## src/rtpmc_pkg.sv

```systemverilog
`default_nettype none
package rtpmc_pkg;
   // Link address and data widths
   localparam int ADDR_W = 4;
   localparam int DATA_W = 8;
   // Device register indices
   localparam logic [3:0] REG_REFCLK  = 4'h0; // Bandgap off, PLL enable
   localparam logic [3:0] REG_CHA     = 4'h3; // Channel A standby / power-down
   localparam logic [3:0] REG_CHB     = 4'h4; // Channel B standby / power-down
   localparam logic [3:0] REG_RXJOINT = 4'h5; // Joint receive power-down
   localparam logic [3:0] REG_DCS     = 4'h6; // Duty cycle stabilizer enables
   localparam logic [3:0] REG_TXCTL   = 4'h7; // Interpolation, sleep, power-down, mode
   localparam logic [3:0] REG_RXRATE  = 4'h8; // Receive sample rate, MSPS
   localparam logic [3:0] REG_TXRATE  = 4'h9; // Transmit input rate per channel, MSPS
   localparam logic [3:0] REG_STATUS  = 4'hA; // Device status, read only
   // Host-local register indices
   localparam logic [3:0] HREG_PINS   = 4'hC; // Pin levels driven by the host
   localparam logic [3:0] HREG_STAT   = 4'hD; // Host status
   // Field positions
   localparam int B_BGOFF = 0;
   localparam int B_PLL   = 1;
   localparam int B_STBY  = 0;
   localparam int B_FPD   = 1;
   localparam int B_JPD   = 0;
   localparam int B_DCSA  = 0;
   localparam int B_DCSB  = 1;
   localparam int F_INT_LO = 0;
   localparam int F_INT_HI = 1;
   localparam int B_SLEEP = 2;
   localparam int B_TXFPD = 3;
   localparam int F_MOD_LO = 4;
   localparam int F_MOD_HI = 5;
   localparam int B_PIN_BIAS = 0;
   localparam int B_PIN_TXSD = 1;
   // Reset values
   localparam logic [7:0] RST_REG  = 8'h00;
   localparam logic [7:0] RST_RATE = 8'h00;
   // Interpolation and interface mode codes
   typedef enum logic [1:0] {RTPMC_INT_1X, RTPMC_INT_2X, RTPMC_INT_4X,
                             RTPMC_INT_RSV} rtpmc_interp_t;
   typedef enum logic [1:0] {RTPMC_FULL_DUPLEX, RTPMC_HALF_INTERLEAVED, RTPMC_HALF_WIDE,
                             RTPMC_MODE_RSV} rtpmc_mode_t;
   // Rate limits, MSPS
   localparam logic [7:0] LIM_NARROW  = 8'h50; // 80 at 1x and 2x
   localparam logic [7:0] LIM_WIDE_1X = 8'hA0; // 160 at 1x, wide half duplex
   localparam logic [7:0] LIM_4X      = 8'h32; // 50 at 4x
   localparam int        DAC_MAX_MSPS = 200;  // Converter peak rate
   localparam logic [7:0] DCS_MIN_MSPS = 8'h28; // 40 MSPS stabilizer floor
   // Timing
   localparam int CLK_PERIOD_NS   = 25;
   localparam int DCS_RELOCK_NS   = 3000;
   localparam int TX_RECOVER_NS   = 10000;
   localparam int RX_WAKE_NS      = 5000000;
   localparam int DCS_RELOCK_CYC  = (DCS_RELOCK_NS + CLK_PERIOD_NS - 1) / CLK_PERIOD_NS;
   localparam int TX_RECOVER_CYC  = (TX_RECOVER_NS + CLK_PERIOD_NS - 1) / CLK_PERIOD_NS;
   localparam int RX_WAKE_CYC_DEF = (RX_WAKE_NS + CLK_PERIOD_NS - 1) / CLK_PERIOD_NS;
   localparam int TX_FLUSH_CYC    = 32;
   localparam int RX_CNT_W = 18;
   localparam int TX_CNT_W = 9;
   // Transmit rate legal for interpolation and interface mode
   function automatic logic rtpmc_rate_ok(input logic [1:0] interp, input logic [1:0] mode,
                                          input logic [7:0] rate);
      logic [7:0] lim;
      lim = LIM_NARROW;
      if (interp == RTPMC_INT_4X) begin
         lim = LIM_4X;
      end else if (interp == RTPMC_INT_1X && mode == RTPMC_HALF_WIDE) begin
         lim = LIM_WIDE_1X;
      end
      return (interp != RTPMC_INT_RSV) && (rate <= lim);
   endfunction
endpackage
`default_nettype wire

```

## src/rtpmc_link_if.sv

```systemverilog
`timescale 1ns/1ps
`default_nettype none
interface rtpmc_link_if;
   logic       cfg_wr;                   // Write strobe
   logic       cfg_rd;                   // Read strobe
   logic [3:0] cfg_addr;                 // Register index
   logic [7:0] cfg_wdata;                // Write data
   logic [7:0] cfg_rdata;                // Read data, cycle after strobe
   logic       receive_bias_halving_pin; // Halve receive bias
   logic       transmit_shutdown_pin;    // Transmit power-down
   logic       rx_ready;                 // Receive path settled
   logic       tx_ready;                 // Transmit path settled
   logic       tx_rate_fault;            // Rate over limit
   modport dev (input cfg_wr, cfg_rd, cfg_addr, cfg_wdata, receive_bias_halving_pin,
                transmit_shutdown_pin, output cfg_rdata, rx_ready, tx_ready, tx_rate_fault);
   modport host (output cfg_wr, cfg_rd, cfg_addr, cfg_wdata, receive_bias_halving_pin,
                 transmit_shutdown_pin, input cfg_rdata, rx_ready, tx_ready, tx_rate_fault);
endinterface
`default_nettype wire

```

## src/rtpmc_dev.sv

```systemverilog
`timescale 1ns/1ps
`default_nettype none
module rtpmc_dev
   import rtpmc_pkg::*;
#(
   parameter int RX_WAKE_CYC = RX_WAKE_CYC_DEF // Receive wake-up wait
) (
   input  wire logic  clk,
   input  wire logic  rst,
   rtpmc_link_if.dev  link,
   output logic       rx_bandgap_en,
   output logic       rx_ref_en,
   output logic [1:0] adc_standby,
   output logic [1:0] adc_powerdown,
   output logic [1:0] dcs_en,
   output logic       rx_bias_half,
   output logic       interp_stage1_en,
   output logic       interp_stage2_en,
   output logic       tx_clk_en,
   output logic       tx_analog_en,
   output logic       tx_bias_en,
   output logic       dac_current_en,
   output logic       pll_clk_select
);
   logic [7:0] refclk_q;             // Bandgap and PLL control
   logic [7:0] cha_q;                // Channel A control
   logic [7:0] chb_q;                // Channel B control
   logic [7:0] rxjoint_q;            // Joint power-down
   logic [7:0] dcs_q;                // Stabilizer enables
   logic [7:0] txctl_q;              // Transmit control
   logic [7:0] rxrate_q;             // Receive rate
   logic [7:0] txrate_q;             // Transmit rate
   logic [7:0] rdata_q;              // Read data
   logic [7:0] status_d;             // Status word
   logic [RX_CNT_W-1:0] rx_cnt_q;    // Receive settling timer
   logic [TX_CNT_W-1:0] tx_cnt_q;    // Transmit settling timer
   logic [1:0] fpd_q;                // Last channel power-down
   logic       shut_q;               // Last shutdown pin
   logic       txfpd_q;              // Last transmit power-down
   logic [1:0] fpd;                  // Channel full power-down
   logic       tx_fpd;               // Transmit full power-down
   logic       wr_rate;              // Receive rate or stabilizer register written
   logic [1:0] interp;               // Interpolation code
   logic       rx_wake;              // A channel just left full power-down
   logic       tx_pin_wake;          // Shutdown pin just released
   logic       tx_flush_wake;        // Transmit full power-down just left

   // Effective channel power-down, joint bit forces both
   assign fpd[0] = cha_q[B_FPD] | rxjoint_q[B_JPD];
   assign fpd[1] = chb_q[B_FPD] | rxjoint_q[B_JPD];
   assign tx_fpd = txctl_q[B_TXFPD];
   assign interp = txctl_q[F_INT_HI:F_INT_LO];

   // Register writes; accepted in every power mode
   always_ff @(posedge clk) begin
      if (rst) begin
         refclk_q  <= RST_REG;
         cha_q     <= RST_REG;
         chb_q     <= RST_REG;
         rxjoint_q <= RST_REG;
         dcs_q     <= RST_REG;
         txctl_q   <= RST_REG;
         rxrate_q  <= RST_RATE;
         txrate_q  <= RST_RATE;
      end else if (link.cfg_wr) begin
         unique case (link.cfg_addr)
            REG_REFCLK:  refclk_q  <= link.cfg_wdata;
            REG_CHA:     cha_q     <= link.cfg_wdata;
            REG_CHB:     chb_q     <= link.cfg_wdata;
            REG_RXJOINT: rxjoint_q <= link.cfg_wdata;
            REG_DCS:     dcs_q     <= link.cfg_wdata;
            REG_TXCTL:   txctl_q   <= link.cfg_wdata;
            REG_RXRATE:  rxrate_q  <= link.cfg_wdata;
            REG_TXRATE:  txrate_q  <= link.cfg_wdata;
            default:     ; // Read-only or unmapped
         endcase
      end
   end

   // Status word
   always_comb begin
      status_d    = 8'h00;
      status_d[0] = link.rx_ready;
      status_d[1] = link.tx_ready;
      status_d[2] = link.tx_rate_fault;
      status_d[3] = rx_ref_en;
   end

   // Read data, one cycle after the strobe; unmapped reads zero
   // Held until the next read, so a late sample still sees it
   always_ff @(posedge clk) begin
      if (rst) begin
         rdata_q <= 8'h00;
      end else if (link.cfg_rd) begin
         unique case (link.cfg_addr)
            REG_REFCLK:  rdata_q <= refclk_q;
            REG_CHA:     rdata_q <= cha_q;
            REG_CHB:     rdata_q <= chb_q;
            REG_RXJOINT: rdata_q <= rxjoint_q;
            REG_DCS:     rdata_q <= dcs_q;
            REG_TXCTL:   rdata_q <= txctl_q;
            REG_RXRATE:  rdata_q <= rxrate_q;
            REG_TXRATE:  rdata_q <= txrate_q;
            REG_STATUS:  rdata_q <= status_d;
            default:     rdata_q <= 8'h00;
         endcase
      end
   end
   assign link.cfg_rdata = rdata_q;

   // Receive power and reference controls
   assign rx_bandgap_en    = ~refclk_q[B_BGOFF] & rx_ref_en;
   assign rx_ref_en        = ~(fpd[0] & fpd[1]);
   assign adc_standby[0]   = cha_q[B_STBY];
   assign adc_standby[1]   = chb_q[B_STBY];
   assign adc_powerdown    = fpd;
   assign dcs_en[0]        = dcs_q[B_DCSA] & ~fpd[0];
   assign dcs_en[1]        = dcs_q[B_DCSB] & ~fpd[1];
   assign rx_bias_half     = link.receive_bias_halving_pin;

   // Transmit path: stage one for 2x and 4x, stage two only for 4x
   assign interp_stage1_en = tx_clk_en
                           & (interp == RTPMC_INT_2X | interp == RTPMC_INT_4X);
   assign interp_stage2_en = tx_clk_en & (interp == RTPMC_INT_4X);
   // Shutdown pin stops clocks and some analog, biases kept
   assign tx_clk_en      = ~link.transmit_shutdown_pin & ~tx_fpd;
   assign tx_analog_en   = ~link.transmit_shutdown_pin & ~tx_fpd;
   assign tx_bias_en     = ~tx_fpd;
   // Sleep only removes converter output current
   assign dac_current_en = tx_analog_en & ~txctl_q[B_SLEEP];
   // Multiplied clock feeds interpolators and converters
   assign pll_clk_select = refclk_q[B_PLL];
   // Rate over the limit for the chosen interpolation
   assign link.tx_rate_fault = ~rtpmc_rate_ok(interp, txctl_q[F_MOD_HI:F_MOD_LO],
                                              txrate_q);

   // Edge history for wake-up detection
   always_ff @(posedge clk) begin
      if (rst) begin
         fpd_q   <= 2'h0;
         shut_q  <= 1'b0;
         txfpd_q <= 1'b0;
      end else begin
         fpd_q   <= fpd;
         shut_q  <= link.transmit_shutdown_pin;
         txfpd_q <= tx_fpd;
      end
   end

   // Wake events, one cycle after the control is released;
   // the timers load on this edge, so ready is held low here too
   assign rx_wake       = |(fpd_q & ~fpd);
   assign tx_pin_wake   = shut_q & ~link.transmit_shutdown_pin;
   assign tx_flush_wake = txfpd_q & ~tx_fpd;

   // Stabilizer relock on rate change or stabilizer enable
   assign wr_rate = link.cfg_wr & (link.cfg_addr == REG_RXRATE | link.cfg_addr == REG_DCS);

   // Receive settling timer: reference recharge or loop relock
   // A relock never shortens a longer reference wake-up already running
   always_ff @(posedge clk) begin
      if (rst) begin
         rx_cnt_q <= '0;
      end else if (rx_wake) begin // Reference capacitors recharging
         rx_cnt_q <= RX_CNT_W'(RX_WAKE_CYC);
      end else if (wr_rate && (dcs_q[B_DCSA] | dcs_q[B_DCSB] | (|link.cfg_wdata))
                   && rx_cnt_q < RX_CNT_W'(DCS_RELOCK_CYC)) begin
         rx_cnt_q <= RX_CNT_W'(DCS_RELOCK_CYC);
      end else if (rx_cnt_q != '0) begin
         rx_cnt_q <= rx_cnt_q - 1'b1;
      end
   end
   // No ready in the wake cycle itself, before the timer has loaded
   assign link.rx_ready = (rx_cnt_q == '0) & rx_ref_en & ~rx_wake;

   // Transmit settling timer: pin recovery or filter flush
   // A flush never shortens a pin recovery already running
   always_ff @(posedge clk) begin
      if (rst) begin
         tx_cnt_q <= '0;
      end else if (tx_pin_wake) begin // Biases kept, quick restart
         tx_cnt_q <= TX_CNT_W'(TX_RECOVER_CYC);
      end else if (tx_flush_wake && tx_cnt_q < TX_CNT_W'(TX_FLUSH_CYC)) begin // Filter flush
         tx_cnt_q <= TX_CNT_W'(TX_FLUSH_CYC);
      end else if (tx_cnt_q != '0) begin
         tx_cnt_q <= tx_cnt_q - 1'b1;
      end
   end
   // No ready in the wake cycle itself, before the timer has loaded
   assign link.tx_ready = (tx_cnt_q == '0) & tx_clk_en
                        & ~tx_pin_wake & ~tx_flush_wake;
endmodule
`default_nettype wire

```

## src/flat_wrapper.sv

```systemverilog
// flat-port wrapper written by rule: the top's interface ports become plain ports
module rtpmc_dev_flat import rtpmc_pkg::*;
#(
   parameter int RX_WAKE_CYC = RX_WAKE_CYC_DEF                        
)
  (clk, rst, rx_bandgap_en, rx_ref_en, adc_standby, adc_powerdown, dcs_en, rx_bias_half, interp_stage1_en, interp_stage2_en, tx_clk_en, tx_analog_en, tx_bias_en, dac_current_en, pll_clk_select, link_cfg_wr, link_cfg_rd, link_cfg_addr, link_cfg_wdata, link_receive_bias_halving_pin, link_transmit_shutdown_pin, link_cfg_rdata, link_rx_ready, link_tx_ready, link_tx_rate_fault);
  rtpmc_link_if link_i ();
  input  wire logic clk;
  input  wire logic rst;
  output logic rx_bandgap_en;
  output logic rx_ref_en;
  output logic [1:0] adc_standby;
  output logic [1:0] adc_powerdown;
  output logic [1:0] dcs_en;
  output logic rx_bias_half;
  output logic interp_stage1_en;
  output logic interp_stage2_en;
  output logic tx_clk_en;
  output logic tx_analog_en;
  output logic tx_bias_en;
  output logic dac_current_en;
  output logic pll_clk_select;
  input wire logic [$bits(link_i.cfg_wr)-1:0] link_cfg_wr;
  input wire logic [$bits(link_i.cfg_rd)-1:0] link_cfg_rd;
  input wire logic [$bits(link_i.cfg_addr)-1:0] link_cfg_addr;
  input wire logic [$bits(link_i.cfg_wdata)-1:0] link_cfg_wdata;
  input wire logic [$bits(link_i.receive_bias_halving_pin)-1:0] link_receive_bias_halving_pin;
  input wire logic [$bits(link_i.transmit_shutdown_pin)-1:0] link_transmit_shutdown_pin;
  output wire logic [$bits(link_i.cfg_rdata)-1:0] link_cfg_rdata;
  output wire logic [$bits(link_i.rx_ready)-1:0] link_rx_ready;
  output wire logic [$bits(link_i.tx_ready)-1:0] link_tx_ready;
  output wire logic [$bits(link_i.tx_rate_fault)-1:0] link_tx_rate_fault;
  assign link_i.cfg_wr = link_cfg_wr;
  assign link_i.cfg_rd = link_cfg_rd;
  assign link_i.cfg_addr = link_cfg_addr;
  assign link_i.cfg_wdata = link_cfg_wdata;
  assign link_i.receive_bias_halving_pin = link_receive_bias_halving_pin;
  assign link_i.transmit_shutdown_pin = link_transmit_shutdown_pin;
  assign link_cfg_rdata = link_i.cfg_rdata;
  assign link_rx_ready = link_i.rx_ready;
  assign link_tx_ready = link_i.tx_ready;
  assign link_tx_rate_fault = link_i.tx_rate_fault;
  rtpmc_dev #(.RX_WAKE_CYC(RX_WAKE_CYC)) u_core (.clk(clk), .rst(rst), .link(link_i), .rx_bandgap_en(rx_bandgap_en), .rx_ref_en(rx_ref_en), .adc_standby(adc_standby), .adc_powerdown(adc_powerdown), .dcs_en(dcs_en), .rx_bias_half(rx_bias_half), .interp_stage1_en(interp_stage1_en), .interp_stage2_en(interp_stage2_en), .tx_clk_en(tx_clk_en), .tx_analog_en(tx_analog_en), .tx_bias_en(tx_bias_en), .dac_current_en(dac_current_en), .pll_clk_select(pll_clk_select));
endmodule
```

## config.mk

```make
export PLATFORM = sky130hd
export DESIGN_NAME = rtpmc_dev_flat
export DESIGN_NICKNAME = d
export VERILOG_FILES = /design/src/rtpmc_pkg.sv /design/src/rtpmc_link_if.sv /design/src/rtpmc_dev.sv /design/src/flat_wrapper.sv
export SDC_FILE = /design/constraint.sdc
export NUM_CORES = 1
export LEC_CHECK = 0
export BUFFER_PORTS_ARGS = -buffer_cell sky130_fd_sc_hd__buf_2
export CAP_MARGIN = 40
export CORE_UTILIZATION = 45
export CTS_CLUSTER_DIAMETER = 120
export DETAILED_ROUTE_END_ITERATION = 10
export PLACE_DENSITY = 0.66
export SYNTH_ARGS = -nofsm -noshare
export SYNTH_HDL_FRONTEND = slang
export SYNTH_SLANG_ARGS = --single-unit
```

## constraint.sdc

```tcl
create_clock -name clk -period 7.5 [get_ports clk]
set_input_delay 0 -clock clk [delete_from_list [all_inputs] [get_ports clk]]
set_output_delay 0 -clock clk [all_outputs]
set_load 0.02 [all_outputs]
```

### After elaboration in Yosys (flattened, before gate mapping)

Index checks and enable logic that the tools add are counted.

| storage, ports and cells | value |
|---|---|
| register bits after elaboration | 103 |
| bits of input ports | 18 |
| output and inout bits | 27 |
| word-level logic and storage cells | 108 |

| cells by class | value |
|---|---|
| add/subtract/negate cells | 2 |
| magnitude comparators | 3 |
| equality and inequality tests | 12 |
| multiplexer cells | 9 |
| bitwise gates (word level) | 35 |
| reduce and logical (&&, ||, !) cells | 29 |

Operators with widths:

| operator | count |
|---|---|
| case mux 8 bit (9 select lines) | 1 |
| two-way mux 18 bit | 3 |
| two-way mux 9 bit | 3 |
| zero test 18 bit | 1 |
| less-than comparator 18 x 7 -> 1 bit (second input constant) | 1 |
| nonzero test 18 bit | 1 |
| subtractor 18 x 1 -> 18 bit (second input constant) | 1 |
| bitwise AND 1 bit | 16 |
| equality test 4 x 3 -> 1 bit (second input constant) | 4 |
| two-way mux 8 bit | 2 |
| AND reduction 2 bit | 8 |
| equality test 4 bit (second input constant) | 3 |
| NOT 1 bit | 11 |
| zero test 9 bit | 1 |
| less-than comparator 9 x 6 -> 1 bit (second input constant) | 1 |
| nonzero test 9 bit | 1 |
| subtractor 9 x 1 -> 9 bit (second input constant) | 1 |
| less-or-equal comparator 8 bit | 1 |
| OR reduction 8 bit | 1 |
| bitwise OR 1 bit | 6 |
| nonzero test 3 bit | 2 |
| OR reduction 3 bit | 2 |
| logical AND 1 bit | 5 |
| equality test 2 bit (second input constant) | 2 |
| other kinds (10) | 12 |

### Logic depth before layout (Yosys ltp)

| logic depth | value |
|---|---|
| word-level depth | 8 |
| mapped depth | 10 |
| gate-level depth less buffers | 10 |

### Worst setup path before layout

OpenSTA, ideal clock, no wires.

| timing path | value |
|---|---|
| path kind | flip-flop to flip-flop |
| start | register u_core.txctl_q[0] |
| end | register u_core.rdata_q[2] (netlist: u_core.link.cfg_rdata[2]) |
| setup time | 138 ps |
| arrival time | 2463 ps |
| required time | 7362 ps |
| path slack | 4899 ps |
| stages on the path, launching flop included | 11 |
| path buffers | 0 |
| period minus slack after synthesis | 2601 ps |
| path through | dfxtp_1 > inv_1 > ha_1 > nand3b_1 > or2_2 > ha_1 > nand4_1 > or4_1 > a21o_1 > a2111oi_0 > a211oi_1 |

| between the ends | value |
|---|---|
| longest elaborated chain between the ends | 8 |
| elaborated cells between the ends (all ways) | 10 |
| those cells by class | 1 x order compare; 2 x eq/ne; 3 x mux; 1 x bitwise; 3 x reduce/logical |

Ends and longest elaborated chain:

| element | RTL line | text |
|---|---|---|
| start, declared | rtpmc_dev.sv:30 | `logic [7:0] txctl_q;` |
| start signal, assigned | rtpmc_dev.sv:72 | `REG_TXCTL: txctl_q <= link.cfg_wdata;` |
| zero test 2 bit | rtpmc_pkg.sv:67 | `end else if (interp == RTPMC_INT_1X && mode == RTPMC_HALF_WIDE) begin` |
| logical AND 1 bit | rtpmc_pkg.sv:67 |  |
| two-way mux 8 bit | rtpmc_pkg.sv:67 |  |
| two-way mux 8 bit | rtpmc_pkg.sv:65 | `if (interp == RTPMC_INT_4X) begin` |
| less-or-equal comparator 8 bit | rtpmc_pkg.sv:70 | `return (interp != RTPMC_INT_RSV) && (rate <= lim);` |
| logical AND 1 bit * | rtpmc_pkg.sv:70 |  |
| NOT 1 bit * | rtpmc_dev.sv:134 | `assign link.tx_rate_fault = ~rtpmc_rate_ok(interp, txctl_q[F_MOD_HI:F_MOD_LO],` |
| named net link_tx_rate_fault | flat_wrapper.sv:32 | `output wire logic [$bits(link_i.tx_rate_fault)-1:0] link_tx_rate_fault;` |
| case mux 8 bit (9 select lines) * | rtpmc_dev.sv:95 | `unique case (link.cfg_addr)` |
| end signal, assigned | rtpmc_dev.sv:96 | `REG_REFCLK: rdata_q <= refclk_q;` |
| end signal, assigned | rtpmc_dev.sv:97 | `REG_CHA: rdata_q <= cha_q;` |
| end signal, assigned | rtpmc_dev.sv:98 | `REG_CHB: rdata_q <= chb_q;` |
| end, declared | rtpmc_dev.sv:33 | `logic [7:0] rdata_q;` |

Mark *: on every way through the listed nets, which the timed path passes. The rest lies on a longest branch.
A chain may end at the register's enable or synchronous reset.

### Worst setup path after layout

| timing path | value |
|---|---|
| start | register u_core.txctl_q[0] |
| end | register u_core.rdata_q[2] (netlist: u_core.link.cfg_rdata[2]) |

| between the ends | value |
|---|---|
| longest elaborated chain between the ends | 8 |
| elaborated cells between the ends (all ways) | 10 |
| those cells by class | 1 x order compare; 2 x eq/ne; 3 x mux; 1 x bitwise; 3 x reduce/logical |

Ends and longest elaborated chain:

| element | RTL line |
|---|---|
| zero test 2 bit | rtpmc_pkg.sv:67 |
| logical AND 1 bit | rtpmc_pkg.sv:67 |
| two-way mux 8 bit | rtpmc_pkg.sv:67 |
| two-way mux 8 bit | rtpmc_pkg.sv:65 |
| less-or-equal comparator 8 bit | rtpmc_pkg.sv:70 |
| logical AND 1 bit * | rtpmc_pkg.sv:70 |
| NOT 1 bit * | rtpmc_dev.sv:134 |
| case mux 8 bit (9 select lines) * | rtpmc_dev.sv:95 |

Mark *: on every way between the ends. The rest lies on a longest branch, timed or not.

==> results.cfg <==
[placed_design]
gp_congestion = 0.893
dpl_cell_area_mm2 = 0.00548
dp_hpwl_um = 9650
io_buffers = 42
place_worst_setup_slack_ps = 4720

[die]
std_cell_rows = 39
die_h_um = 110
core_area_mm2 = 0.0114
num_io_pins = 45
die_w_um = 110
start_util = 0.460
die_area_mm2 = 0.0121

[power_and_ir_drop]
power_density_mw_per_mm2 = 274
clkPwrFrac = 0.293
seqPwrFrac = 0.417
switchingPower_w = 0.000531
internal-power_w = 0.00106
swShare = 0.334
combinationalPowerShare = 0.290
power_leakage_nw = 2.21
ir_worst_vdd_mv = 0.201

[clocking]
ctsResizeCount = 0
cts_max_level = 3
tritoncts = yes
cts_buffers = 9
cts_setup_buffers = 0
cts_buffer_depth = 2
clkLatencyLatePin_ps = 340
clkTransAtPathRegs_ps = 70
cts_sinks = 103
cts_root_buf = clkbuf_16

[sta]
finClkSkew_ps = 6.92
fmax_mhz = 357
fin_setup_tns_ps = 0
slew_viol_final = 0
fin_crit_ps = 2800
rsz0062_at_grt = no
finalCritPeriodShare = 0.374
hold_viol = 0
worstMarginPinSlew_ps = 894
setup_slack_ps = 4700
maxSlewHeadroom = 0.403
setup_viol = 0

[logic_synthesis]
ys_top_cells_by_area = dfxtp_1 (39%), mux2i_1 (8.6%), nor2_1 (5.4%)
synth_top_cell_by_area = dfxtp_1
ys_seq_area_frac = 0.393
yosys_warnings = 0
synth_cell_types = 69
synth_ff_type = dfxtp_1
syn_area_mm2 = 0.00525
syn_inst = 606
async_reset_ff_frac = 0
synth_edf_count = 0
synth_top_cell_area_share = 0.393
synth_seq_cells = 103
syn_avg_cell_area_um2 = 8.67
syn-num-nets = 637

[critical_path]
crit_path_cell_trace = inv_1 -> ha_1 -> nand3b_1 -> or2_2 -> ha_1 -> nand4_1 -> or4_1 -> a21o_1 -> a2111oi_0 -> a211oi_1
critical_path_class = reg -> reg
path_common_cell = ha_1
timing.critical_path.from_type = flip-flop
crit_arrival_ps = 3010
cp-end-kind = flip-flop
max_stage_delay_ps = 480
cp_slowest_cell = or4_1
cp_max_fo = 4
r2r_slack_ps = 4700
cp_num_buf_inv = 1
critPathRequiredTime_ps = 7710
crit_family = simple AND/OR/NAND/NOR gates

[route]
drt_wl_total_um = 13700
drt-vias-per-instance = 5.81
dr_wl_met2_um = 6370
wl_met3_um = 699
drt_pre_antenna_iters = 7
top_layer = met4
dr.first_iter.drc_count = 340
wirelength_met1_um = 6090
drt-wirelength-per-cell_um = 17.8
ant_nets = 0
route.detailed.drc = 2
routed-via-count = 4460

[run_status]
status = complete, but fails checks
violations = DRC

[final_layout]
nNetsFinal = 651
antenna_cells = 0
design_area_mm2 = 0.00579
area_growth_pct = 10.2
drive_above_1_share = 0.131

[grt]
grt_overflow = 0
antenna_found_initial = 0
grt_pass1_wl_um = 22200
grt_usage = 0.241
grt_max_degree = 91
grt_pass1_vias = 4254

[run]
maxCapViolCount = 0

[hold_path]
min_path_type = in -> out
final cells by class:
class,count,area (µm²)
Timing Repair Buffer,47,273
Sequential cell,103,2060
Multi-Input combinational cell,443,2920
Inverter,16,60.1
Fill cell,1080,5630
Clock buffer,12,236
Clock inverter,4,53.8
Tap cell,143,179
layout by cell type (no fill, tap or decap), types with 6 or more instances in the layout:
cell / n
nor2b_1: 12
ha_1: 13
nor3_1: 11
and2_1: 9
nand2b_1: 14
dfxtp_1: 103
xnor2_1: 8
clkbuf_16: 9
o21ai_0: 15
nand2_1: 46
mux2i_1: 45
inv_1: 16
a21oi_1: 40
buf_2: 42
xor2_1: 8
a211oi_1: 7
a22o_1: 6
a32oi_1: 6
nor2_1: 76
nand3_1: 29
sequential cells by signal, indices dropped and copies added (netlist names):
| register | count |
|---|---|
| u_core.cha_q | 8 |
| u_core.chb_q | 8 |
| u_core.dcs_q | 8 |
| u_core.fpd_q | 2 |
| u_core.link.cfg_rdata | 8 |
| u_core.refclk_q | 8 |
| u_core.rx_cnt_q | 18 |
| u_core.rxjoint_q | 8 |
| u_core.rxrate_q | 8 |
| u_core.shut_q | 1 |
| u_core.tx_cnt_q | 9 |
| u_core.txctl_q | 8 |
| u_core.txfpd_q | 1 |
| u_core.txrate_q | 8 |
worst register-to-register path, cell delays in order (launching register included):
cell	delay, ps
dfxtp_1	340
inv_1	120
ha_1	160
nand3b_1	130
or2_2	310
ha_1	310
nand4_1	120
or4_1	480
a21o_1	200
a2111oi_0	420
a211oi_1	90
synth_stat cells (8+ instances only):
master	instances
dfxtp_1	103
nor2_1	76
nand2_1	46
mux2i_1	45
a21oi_1	40
nand3_1	29
clkbuf_1	23
inv_1	16
o21ai_0	15
nand2b_1	14
ha_1	13
nor2b_1	12
nor3_1	11
buf_2	10
and2_1	9
xnor2_1	8
xor2_1	8
cell families (layout without fill, tap and decap cells):
family,Yosys count,count (layout),share of synthesized area
AOI/OAI and AO/OA,118,118,0.156
xor gates and xnor gates,16,16,0.0267
adders and majority gates,13,13,0.0310
buffers and inverters,60,79,0.0510
DFF,103,103,0.393
muxes,49,49,0.0944
and+or+nand+nor,247,247,0.248
repair_timing:
| action | in CTS | in global routing |
|---|---|---|
| hold buffers | 2 | 0 |
| setup endpoints to repair | 0 | 0 |
| hold endpoints to repair | 5 | 0 |
routing by layer:
layer,vias to the layer above,track usage
li1,2177,-
met1,2116,0.310
met2,129,0.391
met3,38,0.0464
met4,0,0.110
met5,-,0
worst paths after layout:
kind	from	to	cells past startpoint
setup / recovery	u_core.txctl_q[0]$_SDFFE_PP0P_	u_core.link.cfg_rdata[2]$_SDFFE_PP0P_	10
setup reg to reg	u_core.txctl_q[0]$_SDFFE_PP0P_	u_core.link.cfg_rdata[2]$_SDFFE_PP0P_	10
hold / removal	link_receive_bias_halving_pin	rx_bias_half	0
hold reg to reg	u_core.refclk_q[7]$_SDFFE_PP0P_	u_core.refclk_q[7]$_SDFFE_PP0P_	2
power by group through the flow:
stage,Sequential [W],Combinational [W],Clock [W]
after floorplan,0.000655,0.000378,0
after global placement,0.000669,0.000435,0
after detailed placement,0.000672,0.000454,0
after CTS,0.000660,0.000459,0.000470
after global routing,0.000670,0.000510,0.000492
final,0.000662,0.000460,0.000464
stage by stage:
stage          hold slack [ps]   util  cells  power [W]
6_report               0.00735  0.507    768    0.00159
5_1_grt                 0.0571  0.507    768    0.00167
4_1_cts                  0.236  0.507    768    0.00159
3_5_place_dp             0.236  0.480    750    0.00113
3_3_place_gp             0.236  0.477    749    0.00110
2_1_floorplan             79.5      -    606    0.00103
No activity file was read; power rests on OpenSTA's default activity.
